==> src/modbus_pkg.sv <==
// Shared constants and types for the serial register port.
// Assumes a single 125 MHz clock domain.
package modbus_pkg;

    // ------------------------------------------------------------
    // Timing
    // ------------------------------------------------------------
    localparam int CLK_HZ = 125_000_000;
    localparam int RESP_MAX_MS = 100;
    localparam int RELEASE_MAX_MS = 2;
    // Longest times, rounded down to whole cycles
    localparam int RESP_MAX_CYC = CLK_HZ / 1000 * RESP_MAX_MS;
    localparam int RELEASE_MAX_CYC = CLK_HZ / 1000 * RELEASE_MAX_MS;
    // 3.5 characters of 11 bits, rounded up to whole bits
    localparam int SILENCE_BITS = 39;
    localparam int FRAME_BYTES = 256;
    localparam int BAUD_RST = 9600;
    localparam logic [15:0] BAUD_DIV_RST = 16'(CLK_HZ / BAUD_RST);
    localparam logic [15:0] BAUD_DIV_MIN = 16'h0010;

    // ------------------------------------------------------------
    // Protocol codes
    // ------------------------------------------------------------
    localparam logic [7:0] BCAST_ADDR = 8'h00;
    localparam logic [7:0] NODE_MAX = 8'hf7;
    localparam logic [7:0] NODE_RST = 8'h01;
    localparam logic [7:0] FC_READ = 8'h03;
    localparam logic [7:0] FC_COIL = 8'h05;
    localparam logic [7:0] FC_WR1 = 8'h06;
    localparam logic [7:0] FC_WRN = 8'h10;
    localparam logic [7:0] FC_EXC = 8'h80;
    localparam logic [7:0] EX_FUNC = 8'h01;
    localparam logic [7:0] EX_ADDR = 8'h02;
    localparam logic [7:0] EX_VAL = 8'h03;
    localparam logic [15:0] RD_QTY_MAX = 16'h007d;
    localparam logic [15:0] WR_QTY_MAX = 16'h007b;
    localparam logic [15:0] COIL_ON = 16'hff00;
    localparam logic [15:0] COIL_OFF = 16'h0000;
    localparam logic [15:0] CRC_INIT = 16'hffff;
    localparam logic [15:0] CRC_POLY = 16'ha001;

    // ------------------------------------------------------------
    // Holding register map and reset values
    // ------------------------------------------------------------
    localparam logic [15:0] REG_SP = 16'h0000;
    localparam logic [15:0] REG_PV = 16'h0001;
    localparam logic [15:0] REG_SPLO = 16'h0010;
    localparam logic [15:0] REG_SPHI = 16'h0011;
    localparam logic [15:0] REG_NODE = 16'h0012;
    localparam logic [15:0] REG_PAR = 16'h0013;
    localparam logic [15:0] REG_BAUD = 16'h0014;
    localparam logic [15:0] SP_RST = 16'h0000;
    localparam logic [15:0] SPLO_RST = 16'hf831;
    localparam logic [15:0] SPHI_RST = 16'h270f;

    typedef enum logic [1:0] {PAR_NONE, PAR_EVEN, PAR_ODD} parity_t;

    typedef struct packed {
        logic [15:0] baud_div;
        parity_t parity;
        logic [7:0] node;
    } ser_cfg_t;

    localparam ser_cfg_t CFG_RST = '{BAUD_DIV_RST, PAR_NONE, NODE_RST};

    function automatic logic [15:0] crc_step(input logic [15:0] c, input logic [7:0] b);
        logic [15:0] r;
        r = c ^ {8'h00, b};
        for (int i = 0; i < 8; i++) begin
            r = r[0] ? ((r >> 1) ^ CRC_POLY) : (r >> 1);
        end
        return r;
    endfunction

endpackage

==> src/frame_ram.sv <==
// Byte buffer for one received request frame.
// Single clock; read data appear one cycle after the address.
`timescale 1ns/1ns
module frame_ram #(
    parameter int WIDTH = 8,
    parameter int DEPTH = 256,
    parameter int AW = $clog2(DEPTH)
) (
    input wire logic clk,
    input wire logic ce,
    input wire logic wr_en,
    input wire logic [AW-1:0] wr_addr,
    input wire logic [WIDTH-1:0] wr_data,
    input wire logic [AW-1:0] rd_addr,
    output logic [WIDTH-1:0] rd_data
);
    logic [WIDTH-1:0] mem [0:DEPTH-1];

    always_ff @(posedge clk) begin
        if (ce) begin
            if (wr_en) begin
                mem[wr_addr] <= wr_data;
            end
            rd_data <= mem[rd_addr];
        end
    end
endmodule

==> src/modbus_rtu_slave.sv <==
// RTU slave on a two-wire half-duplex line, serving 16-bit holding registers.
// Assumes rxd is asynchronous; process value and external setpoint are on clk.
`timescale 1ns/1ns
module modbus_rtu_slave
    import modbus_pkg::*;
#(
    parameter int RESP_MAX = RESP_MAX_CYC,
    parameter int RELEASE_MAX = RELEASE_MAX_CYC,
    parameter logic [15:0] BAUD_DIV_INIT = BAUD_DIV_RST
) (
    input wire logic clk,
    input wire logic rst,
    input wire logic ce,
    input wire logic rxd,
    output logic txd,
    output logic txd_oe,
    input wire logic [15:0] measured_process_value,
    input wire logic [15:0] ext_setpoint,
    input wire logic ext_setpoint_valid,
    output logic [15:0] main_setpoint,
    output logic coil_state
);
    typedef enum logic [2:0] {S_RX, S_DECIDE, S_WR16, S_TX, S_HOLD} state_t;
    localparam ser_cfg_t CFG_INIT = '{BAUD_DIV_INIT, PAR_NONE, NODE_RST};

    state_t st_q, st_d;
    ser_cfg_t cfg_q, cfg_reg_q;
    logic rx_s1_q, rx_s2_q, rx_busy_q, rx_pbad_q, rx_stb_q, rx_err_q;
    logic [3:0] rx_bit_q;
    logic [15:0] rx_tmr_q;
    logic [7:0] rx_sh_q;
    logic [8:0] cnt_q;
    logic [15:0] crc_q;
    logic ferr_q;
    logic [7:0] hdr_q [0:7];
    logic [21:0] sil_q;
    logic [15:0] sp_q, splo_q, sphi_q;
    logic [7:0] exc_q, wi_q, hi_q, rd_data;
    logic [1:0] ph_q;
    logic [8:0] ti_q;
    logic [3:0] tb_q;
    logic [15:0] tt_q, tcrc_q;
    logic [9:0] tsh_q;
    logic tload_q, txd_q, txd_oe_q, coil_q;
    logic [31:0] wd_q;

    // ------------------------------------------------------------
    // Decoding helpers
    // ------------------------------------------------------------
    function automatic logic range_ok(input logic [15:0] a, input logic [15:0] q);
        logic [16:0] e;
        e = 17'(a) + 17'(q) - 17'h1;
        return (e <= 17'(REG_PV)) || (a >= REG_SPLO && e <= 17'(REG_BAUD));
    endfunction

    function automatic logic value_ok(input logic [15:0] a, input logic [15:0] v);
        if (a == REG_NODE) return v != 16'h0 && v <= 16'(NODE_MAX);
        else if (a == REG_PAR) return v <= 16'h0002;
        else if (a == REG_BAUD) return v >= BAUD_DIV_MIN;
        else return 1'b1;
    endfunction

    function automatic logic [15:0] reg_read(input logic [15:0] a);
        if (a == REG_SP) return ext_setpoint_valid ? ext_setpoint : sp_q;
        else if (a == REG_PV) return measured_process_value;
        else if (a == REG_SPLO) return splo_q;
        else if (a == REG_SPHI) return sphi_q;
        else if (a == REG_NODE) return {8'h00, cfg_reg_q.node};
        else if (a == REG_PAR) return {14'h0, cfg_reg_q.parity};
        else if (a == REG_BAUD) return cfg_reg_q.baud_div;
        else return 16'h0000;
    endfunction

    // ------------------------------------------------------------
    // Request decode
    // ------------------------------------------------------------
    wire [7:0] fc = hdr_q[1];
    wire [15:0] ra = {hdr_q[2], hdr_q[3]};
    wire [15:0] rv = {hdr_q[4], hdr_q[5]};
    wire [15:0] qty2 = {rv[14:0], 1'b0};
    wire par_on = cfg_q.parity != PAR_NONE;
    wire par_odd = cfg_q.parity == PAR_ODD;
    wire [3:0] last_bit = par_on ? 4'ha : 4'h9;
    wire exp_par = ^rx_sh_q ^ par_odd;
    wire [21:0] t35 = 22'(32'(cfg_q.baud_div) * SILENCE_BITS);
    wire eof = st_q == S_RX && cnt_q != 9'h0 && sil_q == t35;
    wire frame_ok = !ferr_q && crc_q == 16'h0 && cnt_q >= 9'h4;
    wire bcast = hdr_q[0] == BCAST_ADDR;
    wire go = frame_ok && (bcast || hdr_q[0] == cfg_q.node);
    wire [8:0] wrn_len = 9'(qty2) + 9'h9;
    wire wrn_pv = !(ra > REG_PV || (ra == REG_SP && rv == 16'h1));
    wire [7:0] exc =
        fc == FC_READ ? ((cnt_q != 9'h8 || rv == 16'h0 || rv > RD_QTY_MAX) ? EX_VAL :
                         range_ok(ra, rv) ? 8'h00 : EX_ADDR) :
        fc == FC_WR1 ? (cnt_q != 9'h8 ? EX_VAL :
                        (!range_ok(ra, 16'h1) || ra == REG_PV) ? EX_ADDR :
                        value_ok(ra, rv) ? 8'h00 : EX_VAL) :
        fc == FC_COIL ? (cnt_q != 9'h8 ? EX_VAL : ra != 16'h0 ? EX_ADDR :
                         (rv == COIL_ON || rv == COIL_OFF) ? 8'h00 : EX_VAL) :
        fc == FC_WRN ? ((rv == 16'h0 || rv > WR_QTY_MAX || 16'(hdr_q[6]) != qty2 ||
                         cnt_q != wrn_len) ? EX_VAL :
                        (range_ok(ra, rv) && !wrn_pv) ? 8'h00 : EX_ADDR) :
        EX_FUNC;
    wire go_ok = go && exc == 8'h00;

    // ------------------------------------------------------------
    // Register writes
    // ------------------------------------------------------------
    wire wr_en = (st_q == S_DECIDE && go_ok && fc == FC_WR1) ||
                 (st_q == S_WR16 && ph_q == 2'h2);
    wire [15:0] wr_a = st_q == S_WR16 ? ra + 16'(wi_q) : ra;
    wire [15:0] wr_v = st_q == S_WR16 ? {hi_q, rd_data} : rv;
    wire [15:0] clamp = $signed(wr_v) < $signed(splo_q) ? splo_q :
                        $signed(wr_v) > $signed(sphi_q) ? sphi_q : wr_v;
    wire wr16_last = wi_q == 8'(rv - 16'h1);
    wire [7:0] rd_addr = 8'(9'h7 + {wi_q, 1'b0} + 9'(ph_q == 2'h1));

    // ------------------------------------------------------------
    // Reply bytes
    // ------------------------------------------------------------
    wire [8:0] plen = exc_q != 8'h0 ? 9'h1 : fc == FC_READ ? 9'(qty2) + 9'h1 : 9'h4;
    wire [8:0] rlen = plen + 9'h4;
    wire [8:0] p = ti_q - 9'h2;
    wire [8:0] pm = p - 9'h1;
    wire [15:0] rword = reg_read(ra + 16'(pm[8:1]));
    wire [7:0] pay = exc_q != 8'h0 ? exc_q :
                     fc == FC_READ ? (p == 9'h0 ? qty2[7:0] :
                                      pm[0] ? rword[7:0] : rword[15:8]) :
                     hdr_q[3'(p + 9'h2)];
    wire [7:0] tbyte = ti_q == 9'h0 ? hdr_q[0] :
                       ti_q == 9'h1 ? (exc_q != 8'h0 ? (fc | FC_EXC) : fc) :
                       ti_q == rlen - 9'h2 ? tcrc_q[7:0] :
                       ti_q == rlen - 9'h1 ? tcrc_q[15:8] : pay;
    wire tpar = ^tbyte ^ par_odd;
    wire [3:0] tnb = par_on ? 4'hb : 4'ha;
    // Release after one idle bit, never later than the allowed bound
    wire hold_done = wd_q >= 32'(cfg_q.baud_div) || wd_q >= 32'(RELEASE_MAX - 1);

    frame_ram #(.WIDTH(8), .DEPTH(FRAME_BYTES)) u_ram (
        .clk(clk),
        .ce(ce),
        .wr_en(st_q == S_RX && rx_stb_q && cnt_q < 9'(FRAME_BYTES)),
        .wr_addr(cnt_q[7:0]),
        .wr_data(rx_sh_q),
        .rd_addr(rd_addr),
        .rd_data(rd_data)
    );

    // ------------------------------------------------------------
    // Receiver
    // ------------------------------------------------------------
    always_ff @(posedge clk or posedge rst) begin
        if (rst) begin
            rx_s1_q <= 1'b1;
            rx_s2_q <= 1'b1;
            rx_busy_q <= 1'b0;
            rx_bit_q <= 4'h0;
            rx_tmr_q <= 16'h0;
            rx_sh_q <= 8'h00;
            rx_pbad_q <= 1'b0;
            rx_stb_q <= 1'b0;
            rx_err_q <= 1'b0;
        end else if (ce) begin
            rx_s1_q <= rxd;
            rx_s2_q <= rx_s1_q;
            rx_stb_q <= 1'b0;
            // Own transmission is not listened to on the shared pair
            if (!rx_busy_q) begin
                if (st_q == S_RX && !rx_s2_q) begin
                    rx_busy_q <= 1'b1;
                    rx_tmr_q <= {1'b0, cfg_q.baud_div[15:1]};
                    rx_bit_q <= 4'h0;
                    rx_pbad_q <= 1'b0;
                end
            end else if (rx_tmr_q != 16'h0) begin
                rx_tmr_q <= rx_tmr_q - 16'h1;
            end else begin
                rx_tmr_q <= cfg_q.baud_div - 16'h1;
                rx_bit_q <= rx_bit_q + 4'h1;
                if (rx_bit_q == 4'h0) begin
                    if (rx_s2_q) rx_busy_q <= 1'b0;
                end else if (rx_bit_q <= 4'h8) begin
                    rx_sh_q <= {rx_s2_q, rx_sh_q[7:1]};
                end else if (rx_bit_q != last_bit) begin
                    rx_pbad_q <= rx_s2_q != exp_par;
                end else begin
                    rx_busy_q <= 1'b0;
                    rx_stb_q <= 1'b1;
                    rx_err_q <= !rx_s2_q || rx_pbad_q;
                end
            end
        end
    end

    // ------------------------------------------------------------
    // Frame capture and silence timing
    // ------------------------------------------------------------
    always_ff @(posedge clk or posedge rst) begin
        if (rst) begin
            cnt_q <= 9'h0;
            crc_q <= CRC_INIT;
            ferr_q <= 1'b0;
            sil_q <= 22'h0;
            for (int i = 0; i < 8; i++) hdr_q[i] <= 8'h00;
        end else if (ce) begin
            if (st_q != S_RX || rx_busy_q || !rx_s2_q) sil_q <= 22'h0;
            else if (sil_q != t35) sil_q <= sil_q + 22'h1;
            if (st_q == S_DECIDE) begin
                cnt_q <= 9'h0;
                crc_q <= CRC_INIT;
                ferr_q <= 1'b0;
            end else if (st_q == S_RX && rx_stb_q) begin
                if (cnt_q == 9'(FRAME_BYTES)) begin
                    ferr_q <= 1'b1;
                end else begin
                    cnt_q <= cnt_q + 9'h1;
                    crc_q <= crc_step(crc_q, rx_sh_q);
                    ferr_q <= ferr_q | rx_err_q;
                    if (cnt_q < 9'h8) hdr_q[3'(cnt_q)] <= rx_sh_q;
                end
            end
        end
    end

    // ------------------------------------------------------------
    // Sequencer
    // ------------------------------------------------------------
    always_comb begin
        st_d = st_q;
        case (st_q)
            S_RX: if (eof) st_d = S_DECIDE;
            S_DECIDE: begin
                if (go_ok && fc == FC_WRN) st_d = S_WR16;
                else if (go && !bcast) st_d = S_TX;
                else st_d = S_RX;
            end
            S_WR16: begin
                if (wd_q >= 32'(RESP_MAX - 1)) st_d = S_RX;
                else if (ph_q == 2'h2 && wr16_last) st_d = bcast ? S_RX : S_TX;
            end
            S_TX: if (tload_q && ti_q == rlen) st_d = S_HOLD;
            S_HOLD: if (hold_done) st_d = S_RX;
            default: st_d = S_RX;
        endcase
    end

    always_ff @(posedge clk or posedge rst) begin
        if (rst) begin
            st_q <= S_RX;
            wd_q <= 32'h0;
            txd_oe_q <= 1'b0;
            cfg_q <= CFG_INIT;
            exc_q <= 8'h00;
        end else if (ce) begin
            st_q <= st_d;
            wd_q <= st_d != st_q ? 32'h0 : wd_q + 32'h1;
            txd_oe_q <= st_d == S_TX || st_d == S_HOLD;
            if (st_q == S_DECIDE) exc_q <= exc;
            // Only while idle: a reply still uses the old settings, a broadcast write has landed
            if (st_q == S_RX && cnt_q == 9'h0 && !rx_busy_q) cfg_q <= cfg_reg_q;
        end
    end

    // ------------------------------------------------------------
    // Multiple-register write walk
    // ------------------------------------------------------------
    always_ff @(posedge clk or posedge rst) begin
        if (rst) begin
            wi_q <= 8'h00;
            ph_q <= 2'h0;
            hi_q <= 8'h00;
        end else if (ce) begin
            if (st_q != S_WR16) begin
                wi_q <= 8'h00;
                ph_q <= 2'h0;
            end else begin
                ph_q <= ph_q == 2'h2 ? 2'h0 : ph_q + 2'h1;
                if (ph_q == 2'h1) hi_q <= rd_data;
                if (ph_q == 2'h2) wi_q <= wi_q + 8'h01;
            end
        end
    end

    // ------------------------------------------------------------
    // Transmitter
    // ------------------------------------------------------------
    always_ff @(posedge clk or posedge rst) begin
        if (rst) begin
            ti_q <= 9'h0;
            tb_q <= 4'h0;
            tt_q <= 16'h0;
            tsh_q <= 10'h3ff;
            tload_q <= 1'b1;
            tcrc_q <= CRC_INIT;
            txd_q <= 1'b1;
        end else if (ce) begin
            if (st_q != S_TX) begin
                ti_q <= 9'h0;
                tload_q <= 1'b1;
                tcrc_q <= CRC_INIT;
                txd_q <= 1'b1;
            end else if (tload_q) begin
                if (ti_q != rlen) begin
                    txd_q <= 1'b0;
                    tsh_q <= par_on ? {1'b1, tpar, tbyte} : {2'b11, tbyte};
                    tb_q <= 4'h1;
                    tt_q <= cfg_q.baud_div - 16'h1;
                    tload_q <= 1'b0;
                    if (ti_q < rlen - 9'h2) tcrc_q <= crc_step(tcrc_q, tbyte);
                end
            end else if (tt_q != 16'h0) begin
                tt_q <= tt_q - 16'h1;
            end else if (tb_q == tnb) begin
                tload_q <= 1'b1;
                ti_q <= ti_q + 9'h1;
            end else begin
                txd_q <= tsh_q[0];
                tsh_q <= {1'b1, tsh_q[9:1]};
                tb_q <= tb_q + 4'h1;
                tt_q <= cfg_q.baud_div - 16'h1;
            end
        end
    end

    // ------------------------------------------------------------
    // Holding registers
    // ------------------------------------------------------------
    always_ff @(posedge clk or posedge rst) begin
        if (rst) begin
            sp_q <= SP_RST;
            splo_q <= SPLO_RST;
            sphi_q <= SPHI_RST;
            cfg_reg_q <= CFG_INIT;
            coil_q <= 1'b0;
        end else if (ce) begin
            if (wr_en && value_ok(wr_a, wr_v)) begin
                if (wr_a == REG_SP) sp_q <= clamp;
                else if (wr_a == REG_SPLO) splo_q <= wr_v;
                else if (wr_a == REG_SPHI) sphi_q <= wr_v;
                else if (wr_a == REG_NODE) cfg_reg_q.node <= wr_v[7:0];
                else if (wr_a == REG_PAR) cfg_reg_q.parity <= parity_t'(wr_v[1:0]);
                else if (wr_a == REG_BAUD) cfg_reg_q.baud_div <= wr_v;
            end
            if (st_q == S_DECIDE && go_ok && fc == FC_COIL) coil_q <= rv == COIL_ON;
        end
    end

    assign txd = txd_q;
    assign txd_oe = txd_oe_q;
    assign main_setpoint = sp_q;
    assign coil_state = coil_q;
endmodule

==> config.mk <==
export PLATFORM = sky130hd
export DESIGN_NAME = modbus_rtu_slave
export DESIGN_NICKNAME = d
export VERILOG_FILES = /design/src/modbus_pkg.sv /design/src/frame_ram.sv /design/src/modbus_rtu_slave.sv
export SDC_FILE = /design/constraint.sdc
export NUM_CORES = 2
export LEC_CHECK = 0
export BUFFER_PORTS_ARGS = -buffer_cell sky130_fd_sc_hd__buf_4
export CAP_MARGIN = 15
export CORE_MARGIN = 1
export CORE_UTILIZATION = 50
export DETAILED_ROUTE_END_ITERATION = 10
export PLACE_DENSITY = 0.72
export SYNTH_ARGS = -nofsm -noshare
export SYNTH_HDL_FRONTEND = slang
export SYNTH_SLANG_ARGS = --single-unit
export TNS_END_PERCENT = 1
==> constraint.sdc <==
create_clock -name clk -period 17.2 [get_ports clk]
set_input_delay 3.44 -clock clk [delete_from_list [all_inputs] [get_ports clk]]
set_output_delay 3.44 -clock clk [all_outputs]
set_load 0.01 [all_outputs]
Yosys cells after proc, flatten, opt, wreduce, memory -nomap -nowiden
Memories as Yosys holds them, arrays and structs flattened. A register that Yosys moved wholly into a read port is not among the register bits.
Cells that the tools add are included.

storage, ports and cells
  input port bits = 37
  register bits = 366
  RAM bits = 2,048
  output and inout port bits = 19
  memories kept = 1

memories
  memory     depth  width  rd ports  clocked after Yosys merged registers in  write ports  RTL line         text
  u_ram.mem  256    8      1         1                                        1            frame_ram.sv:17  logic [WIDTH-1:0] mem [0:DEPTH-1];

operators by class
  add/subtract/negate cells = 28
  order comparisons = 27
  multiplexer cells = 151
  eq/ne operators = 63
  bitwise logic cells = 36
  reductions and logical operators = 105
  $mul = 1

operators by type and width
  operator                                                             count
  2-to-1 mux 16 bit                                                    42
  == test 16 x 5 -> 1 bit, second input constant                       13
  2-to-1 mux 8 bit                                                     14
  2-to-1 mux 9 bit                                                     10
  zero test 16 bit                                                     5
  nonzero test 16 bit                                                  5
  bitwise mux 64 bit                                                   1
  == test 16 x 1 -> 1 bit, second input constant                       3
  greater-or-equal comparator 16 x 5 -> 1 bit, second input constant   3
  inverter 2 -> 3 bit                                                  16
  subtractor 16 x 1 -> 16 bit, second input constant                   3
  2-to-1 mux 22 bit                                                    2
  2-to-1 mux 1 bit                                                     42
  2-to-1 mux 10 bit                                                    4
  2-to-1 mux 2 bit                                                     20
  less-or-equal comparator 17 x 1 -> 1 bit, second input constant      2
  less-or-equal comparator 17 x 5 -> 1 bit, second input constant      2
  subtractor 17 x 1 -> 17 bit, second input constant                   2
  adder 16 x 8 -> 16 bit                                               2
  adder 32 x 1 -> 32 bit, second input constant                        1
  greater-or-equal comparator 32 x 16 -> 1 bit                         1
  greater-or-equal comparator 32 x 18 -> 1 bit, second input constant  1
  greater-or-equal comparator 32 x 24 -> 1 bit, second input constant  1
  greater-than comparator 16 x 7 -> 1 bit, second input constant       2
  other kinds (85)                                                     214

Longest topological paths before layout
  depth in word-level cells = 40
  mapped depth = 28
  mapped depth without buffers = 25

By module
A second synthesis with hierarchy kept.

second synthesis, totals
  cells, all modules = 6,907
  area, all modules = 108,069.9 um^2

modules (own cells, without submodules)
  module            cells each  times used  area an instance (um^2)  seq. area each (um^2)
  frame_ram         3,762       1           79,945.4                 61,739.2
  modbus_rtu_slave  3,145       1           28,124.5                 9,082.5

Least setup slack after synthesis
No wires, ideal clock.

  path kind = register -> register
  from = reg ti_q[1]
  to = reg tcrc_q[0]
  data required time = 17,127 ps
  setup slack = 10,417 ps
  stages on the path, launching flop included = 28
  arrival = 6,710 ps
  cells stage by stage = dfrtp_1 > buf_1 > inv_1 > ha_1 > buf_1 > clkbuf_1 > buf_1 > nand2_1 > nor2_1 > xnor2_1 > o21ai_0 > xor2_1 > ha_1 > a211oi_1 > o21ai_0 > a21boi_0 > mux2i_1 > o21ai_0 > nor3_1 > a31oi_1 > or3_1 > a21oi_1 > xnor2_1 > xnor2_2 > xor3_2 > xnor2_2 > xnor2_1 > a21oi_1

between the ends
  word-level cells in the longest chain between the ends = 33

RTL lines
  element                                                                           RTL line                 text
  start, declared                                                                   modbus_rtu_slave.sv:40   logic [8:0] ti_q;
  start signal, assigned                                                            modbus_rtu_slave.sv:315  ti_q <= ti_q + 9'h1;
  subtractor 9 x 2 -> 9 bit                                                         modbus_rtu_slave.sv:123  wire [8:0] p = ti_q - 9'h2;
  subtractor 9 x 1 -> 9 bit                                                         modbus_rtu_slave.sv:124  wire [8:0] pm = p - 9'h1;
  adder 16 x 8 -> 16 bit                                                            modbus_rtu_slave.sv:125  wire [15:0] rword = reg_read(ra + 16'(pm[8:1]));
  == test 16 x 5 -> 1 bit                                                           modbus_rtu_slave.sv:70   else if (a == REG_BAUD) return cfg_reg_q.baud_div;
  2-to-1 mux 16 bit                                                                 modbus_rtu_slave.sv:70
  2-to-1 mux 16 bit                                                                 modbus_rtu_slave.sv:69   else if (a == REG_PAR) return {14'h0, cfg_reg_q.parity};
  2-to-1 mux 16 bit                                                                 modbus_rtu_slave.sv:68   else if (a == REG_NODE) return {8'h00, cfg_reg_q.node};
  2-to-1 mux 16 bit                                                                 modbus_rtu_slave.sv:67   else if (a == REG_SPHI) return sphi_q;
  (+11 left out)                                                                    -
  XOR 16 x 8 -> 16 bit                                                              modbus_pkg.sv:68         r = c ^ {8'h00, b};
  2-to-1 mux 16 bit / inverter 2 -> 3 bit (equally long branches) (6 in series)     -
  inverter 2 -> 3 bit (no source line) / 2-to-1 mux 16 bit (equally long branches)  -
  2-to-1 mux 16 bit (2 in series)                                                   modbus_pkg.sv:70         r = r[0] ? ((r >> 1) ^ CRC_POLY) : (r >> 1);
  2-to-1 mux 16 bit                                                                 modbus_rtu_slave.sv:309  if (ti_q < rlen - 9'h2) tcrc_q <= crc_step(tcrc_q, tbyte);
  2-to-1 mux 16 bit                                                                 modbus_rtu_slave.sv:303  if (ti_q != rlen) begin
  2-to-1 mux 16 bit                                                                 modbus_rtu_slave.sv:302  end else if (tload_q) begin
  2-to-1 mux 16 bit                                                                 modbus_rtu_slave.sv:297  if (st_q != S_TX) begin
  end signal, assigned                                                              modbus_rtu_slave.sv:309
  end, declared                                                                     modbus_rtu_slave.sv:42   logic [15:0] tt_q, tcrc_q;

Parallel ways exist; a longest one is shown, timed or not. The select of a mux whose other input is x is not followed.
A chain may end at the register's enable or synchronous reset.

Worst setup path after layout
  from = reg ph_q[0]
  to = reg u_ram.rd_data[6], read port of u_ram.mem (data pin)

between the ends
  word-level cells in the longest chain between the ends = 2

RTL lines
  element                 RTL line                 text
  start, declared         modbus_rtu_slave.sv:39   logic [1:0] ph_q;
  start signal, assigned  modbus_rtu_slave.sv:277  ph_q <= ph_q == 2'h2 ? 2'h0 : ph_q + 2'h1;
  == test 2 x 1 -> 1 bit  modbus_rtu_slave.sv:116  wire [7:0] rd_addr = 8'(9'h7 + {wi_q, 1'b0} + 9'(ph_q == 2'h1));
  adder 8 x 1 -> 8 bit    modbus_rtu_slave.sv:116
  end, declared           frame_ram.sv:15          output logic [WIDTH-1:0] rd_data

No other way between the ends.

==> results.toml <==
[outcome]
status = "complete, but fails checks"
violations = "design-rule violations"

[grt]
grt_first_pass_wirelength_microns = 405800
grt_pass1_vias = 58870
grt_overflow_total = 0
antenna_found_initial = 11
grt_max_degree = 163
grt_use_total = 0.2557

[route]
dr.pass1.iters = 10
wl_microns = 275700
vias = 60180
antenna_left = 0
routed_via_density = 6.398
drtIter0Drc = 7697
post-route-drc-count = 120
avgRoutedWirePerCell_microns = 29.31

[setup_path]
crit_chain = "nor2b_4 -> buf_4 -> buf_4 -> buf_4 -> buf_4 -> mux4_2 -> mux4_2 -> mux4_2 -> mux4_2"
r2r_start = "ph_q[0]"
critical_path_class = "reg2reg"
cp_num_buf_inv = 4
crit_family = "buffers and inverters"
crit_path_start = "ph_q[0]"
path_max_fanout = 51
endpoint_kind = "register"
cpPeakStageDelay_ns = 0.87
slowest_stage = "buf_4"
worstPathRequired_ns = 17.74
start_kind = "register"
worst_ep_arrival_time_ns = 7.62

[die]
rows = 169
die_h_microns = 463.9
initial_core_util = 0.5030
boundaryPins = 56
die_area_sq_um = 215200
coreArea_sq_um = 212100
dieWidth_microns = 463.9

[sta]
rsz0062_at_grt = "false"
hold_ws_ns = 0.4715
hold_viol = 0
finClkSkew_ns = 0.1028
worst_pin_slew_ns = 1.312
setup_tns_ns = 0
fmax_ghz = 0.1412
min_period_ns = 7.081
setup_violations = 0
post-route-period-util = 0.4117
worst_slack_ns = 10.12
report.final.slew_viol_count = 0
relSlewSlack = 0.1194

[power_and_ir_drop]
power_density_nw_per_um2 = 110.8
leakage_nw = 39.59
power_mw = 13.11
peakVddDrop_uv = 122.0

[clocking]
insertion_delay_ns = 0.92
hold_buffers = 0
clockBufferDepth = 3
htree_levels = 4
ctsResizeCount = 0
path_clk_slew_ns = 0.06
cts_tree = "done"
cts_buffers = 228
clock-sinks = 2415
post_cts_buffers = 0
root_buffer = "clkbuf_16"

[hold_path]
hold_class = "reg2reg"
worstHoldStart = "rx_tmr_q[9]"

[synthesis]
ys_async_sr_fraction = 0.1487
synth_area_sq_um = 106700
avgSynthCellArea_sq_um = 16.94
synth.yosys.seq_area_share = 0.6638
yosys_warnings = 0
synth-edff-count = 2056
postSynthCellCount = 6299
synth_top_area_frac = 0.5787
synth_area_leaders = "edfxtp_1 58%, mux4_2 15%, dfrtp_1 6.6%, ha_1 2.3%, mux2_2 2.0%"
ys_types = 102
yosys_most_used_dff = "edfxtp_1"
synth_top_area_cell = "edfxtp_1"
syn-num-nets = 6561
ys_seq_elements = 2415

[layout]
layout.cells.non_filler = 9405
syn2layout_area_growth_pct = 10.95
drive_above_1_share = 0.2377
final_common_cell = "edfxtp_1"
final_cell_area_sq_um = 118400
final_cell_mix = "2056 x edfxtp_1, 694 x mux4_2, 500 x nor2_1"
nFillCells = 15880
post-route-util = 0.5581
nNetsFinal = 6643

[placement]
detailed_place_hpwl_microns = 174100
dp_cells = 8969
io_buffers = 55
place_ws_ns = 9.616
postPlaceCellArea_sq_um = 110500
gp_congestion = 0.9441

[run]
cap_violations = 0
[worst register-to-register path: stages, from the launching register on]
cell     delay [ns]
dfrtp_1        0.40
nor2b_4        0.71
buf_4          0.88
buf_4          0.74
buf_4          0.74
buf_4          0.89
mux4_2         0.67
mux4_2         0.53
mux4_2         0.61
mux4_2         0.59
[synthesized netlist by cell type, types with 21 or more instances]
library cell	instances
a21o_1	45
a21oi_1	189
a31oi_1	36
and3_1	27
buf_1	66
clkbuf_1	256
dfrtp_1	280
dfstp_2	79
edfxtp_1	2056
fa_1	30
ha_1	195
inv_1	181
mux2_2	189
mux2i_1	57
mux4_2	694
nand2_1	269
nand3_1	101
nand4_1	64
nor2_1	500
nor2b_1	28
nor3_1	72
nor4_1	42
o21ai_0	194
o22ai_1	21
or3_1	38
xnor2_1	164
xor2_1	71
[path summary, 6_finish.rpt]
check | to | slack, ns | cells after the start
max | u_ram.rd_data[6] | 10.12 | 9
min | rx_tmr_q[9] | 0.47 | 2
max reg2reg | u_ram.rd_data[6] | 10.12 | 9
min reg2reg | rx_tmr_q[9] | 0.47 | 2
max in group asynchronous | hdr_q[60] | 11.37 | 5
min in group asynchronous | rx_tmr_q[8] | 2.72 | 2
[cells by family after synthesis]
| group | share of synthesized area |
|---|---|
| multiplexers | 0.1719 |
| XOR/XNOR | 0.02040 |
| AO/OA/AOI/OAI | 0.04302 |
| buffers and inverters | 0.01800 |
| AND/OR/NAND/NOR | 0.05431 |
| flip-flops | 0.6638 |
| adder cells (fa/ha/maj) | 0.02850 |
[final cells by class]
class | instances | area [sq um] | share of cell area
Clock inverter | 157 | 1858 | 0.01570
Timing Repair Buffer | 177 | 1403 | 0.01185
Clock buffer | 272 | 5932 | 0.05012
Multi-Input combinational cell | 3375 | 34080 | 0.2879
Inverter | 184 | 698.2 | 0.005898
Sequential cell | 2415 | 70850 | 0.5986
Tap cell | 2821 | 3530 | 0.02982
Antenna cell | 4 | 10.01 | 0.00008457
[metal layers]
| layer | vias up | track usage | wire length, microns |
|---|---|---|---|
| met5 | - | 0 | 75 |
| met4 | 12 | 0.09126 | 10850 |
| met3 | 580 | 0.04478 | 25150 |
| met2 | 3474 | 0.4007 | 129700 |
| met1 | 30990 | 0.3624 | 109900 |
| li1 | 25120 | - | - |
[flip-flops by register name, summed over array words and instances (netlist names), 22 cells and up]
signal	cells
cfg_reg_q	26
cfg_q	26
sil_q	22
hdr_q	56
wd_q	32
u_ram.mem	2048
[report_power, final]
group | total [mW] | switching [mW] | leakage, nW | internal, mW
sequential | 6.47 | 0.0956 | 23.6 | 6.37
clock | 5.16 | 2.27 | 3.75 | 2.90
combinational | 1.48 | 0.880 | 12.2 | 0.601
total | 13.1 | 3.24 | 39.6 | 9.87
Note: power is estimated with default switching activity, not from simulation.
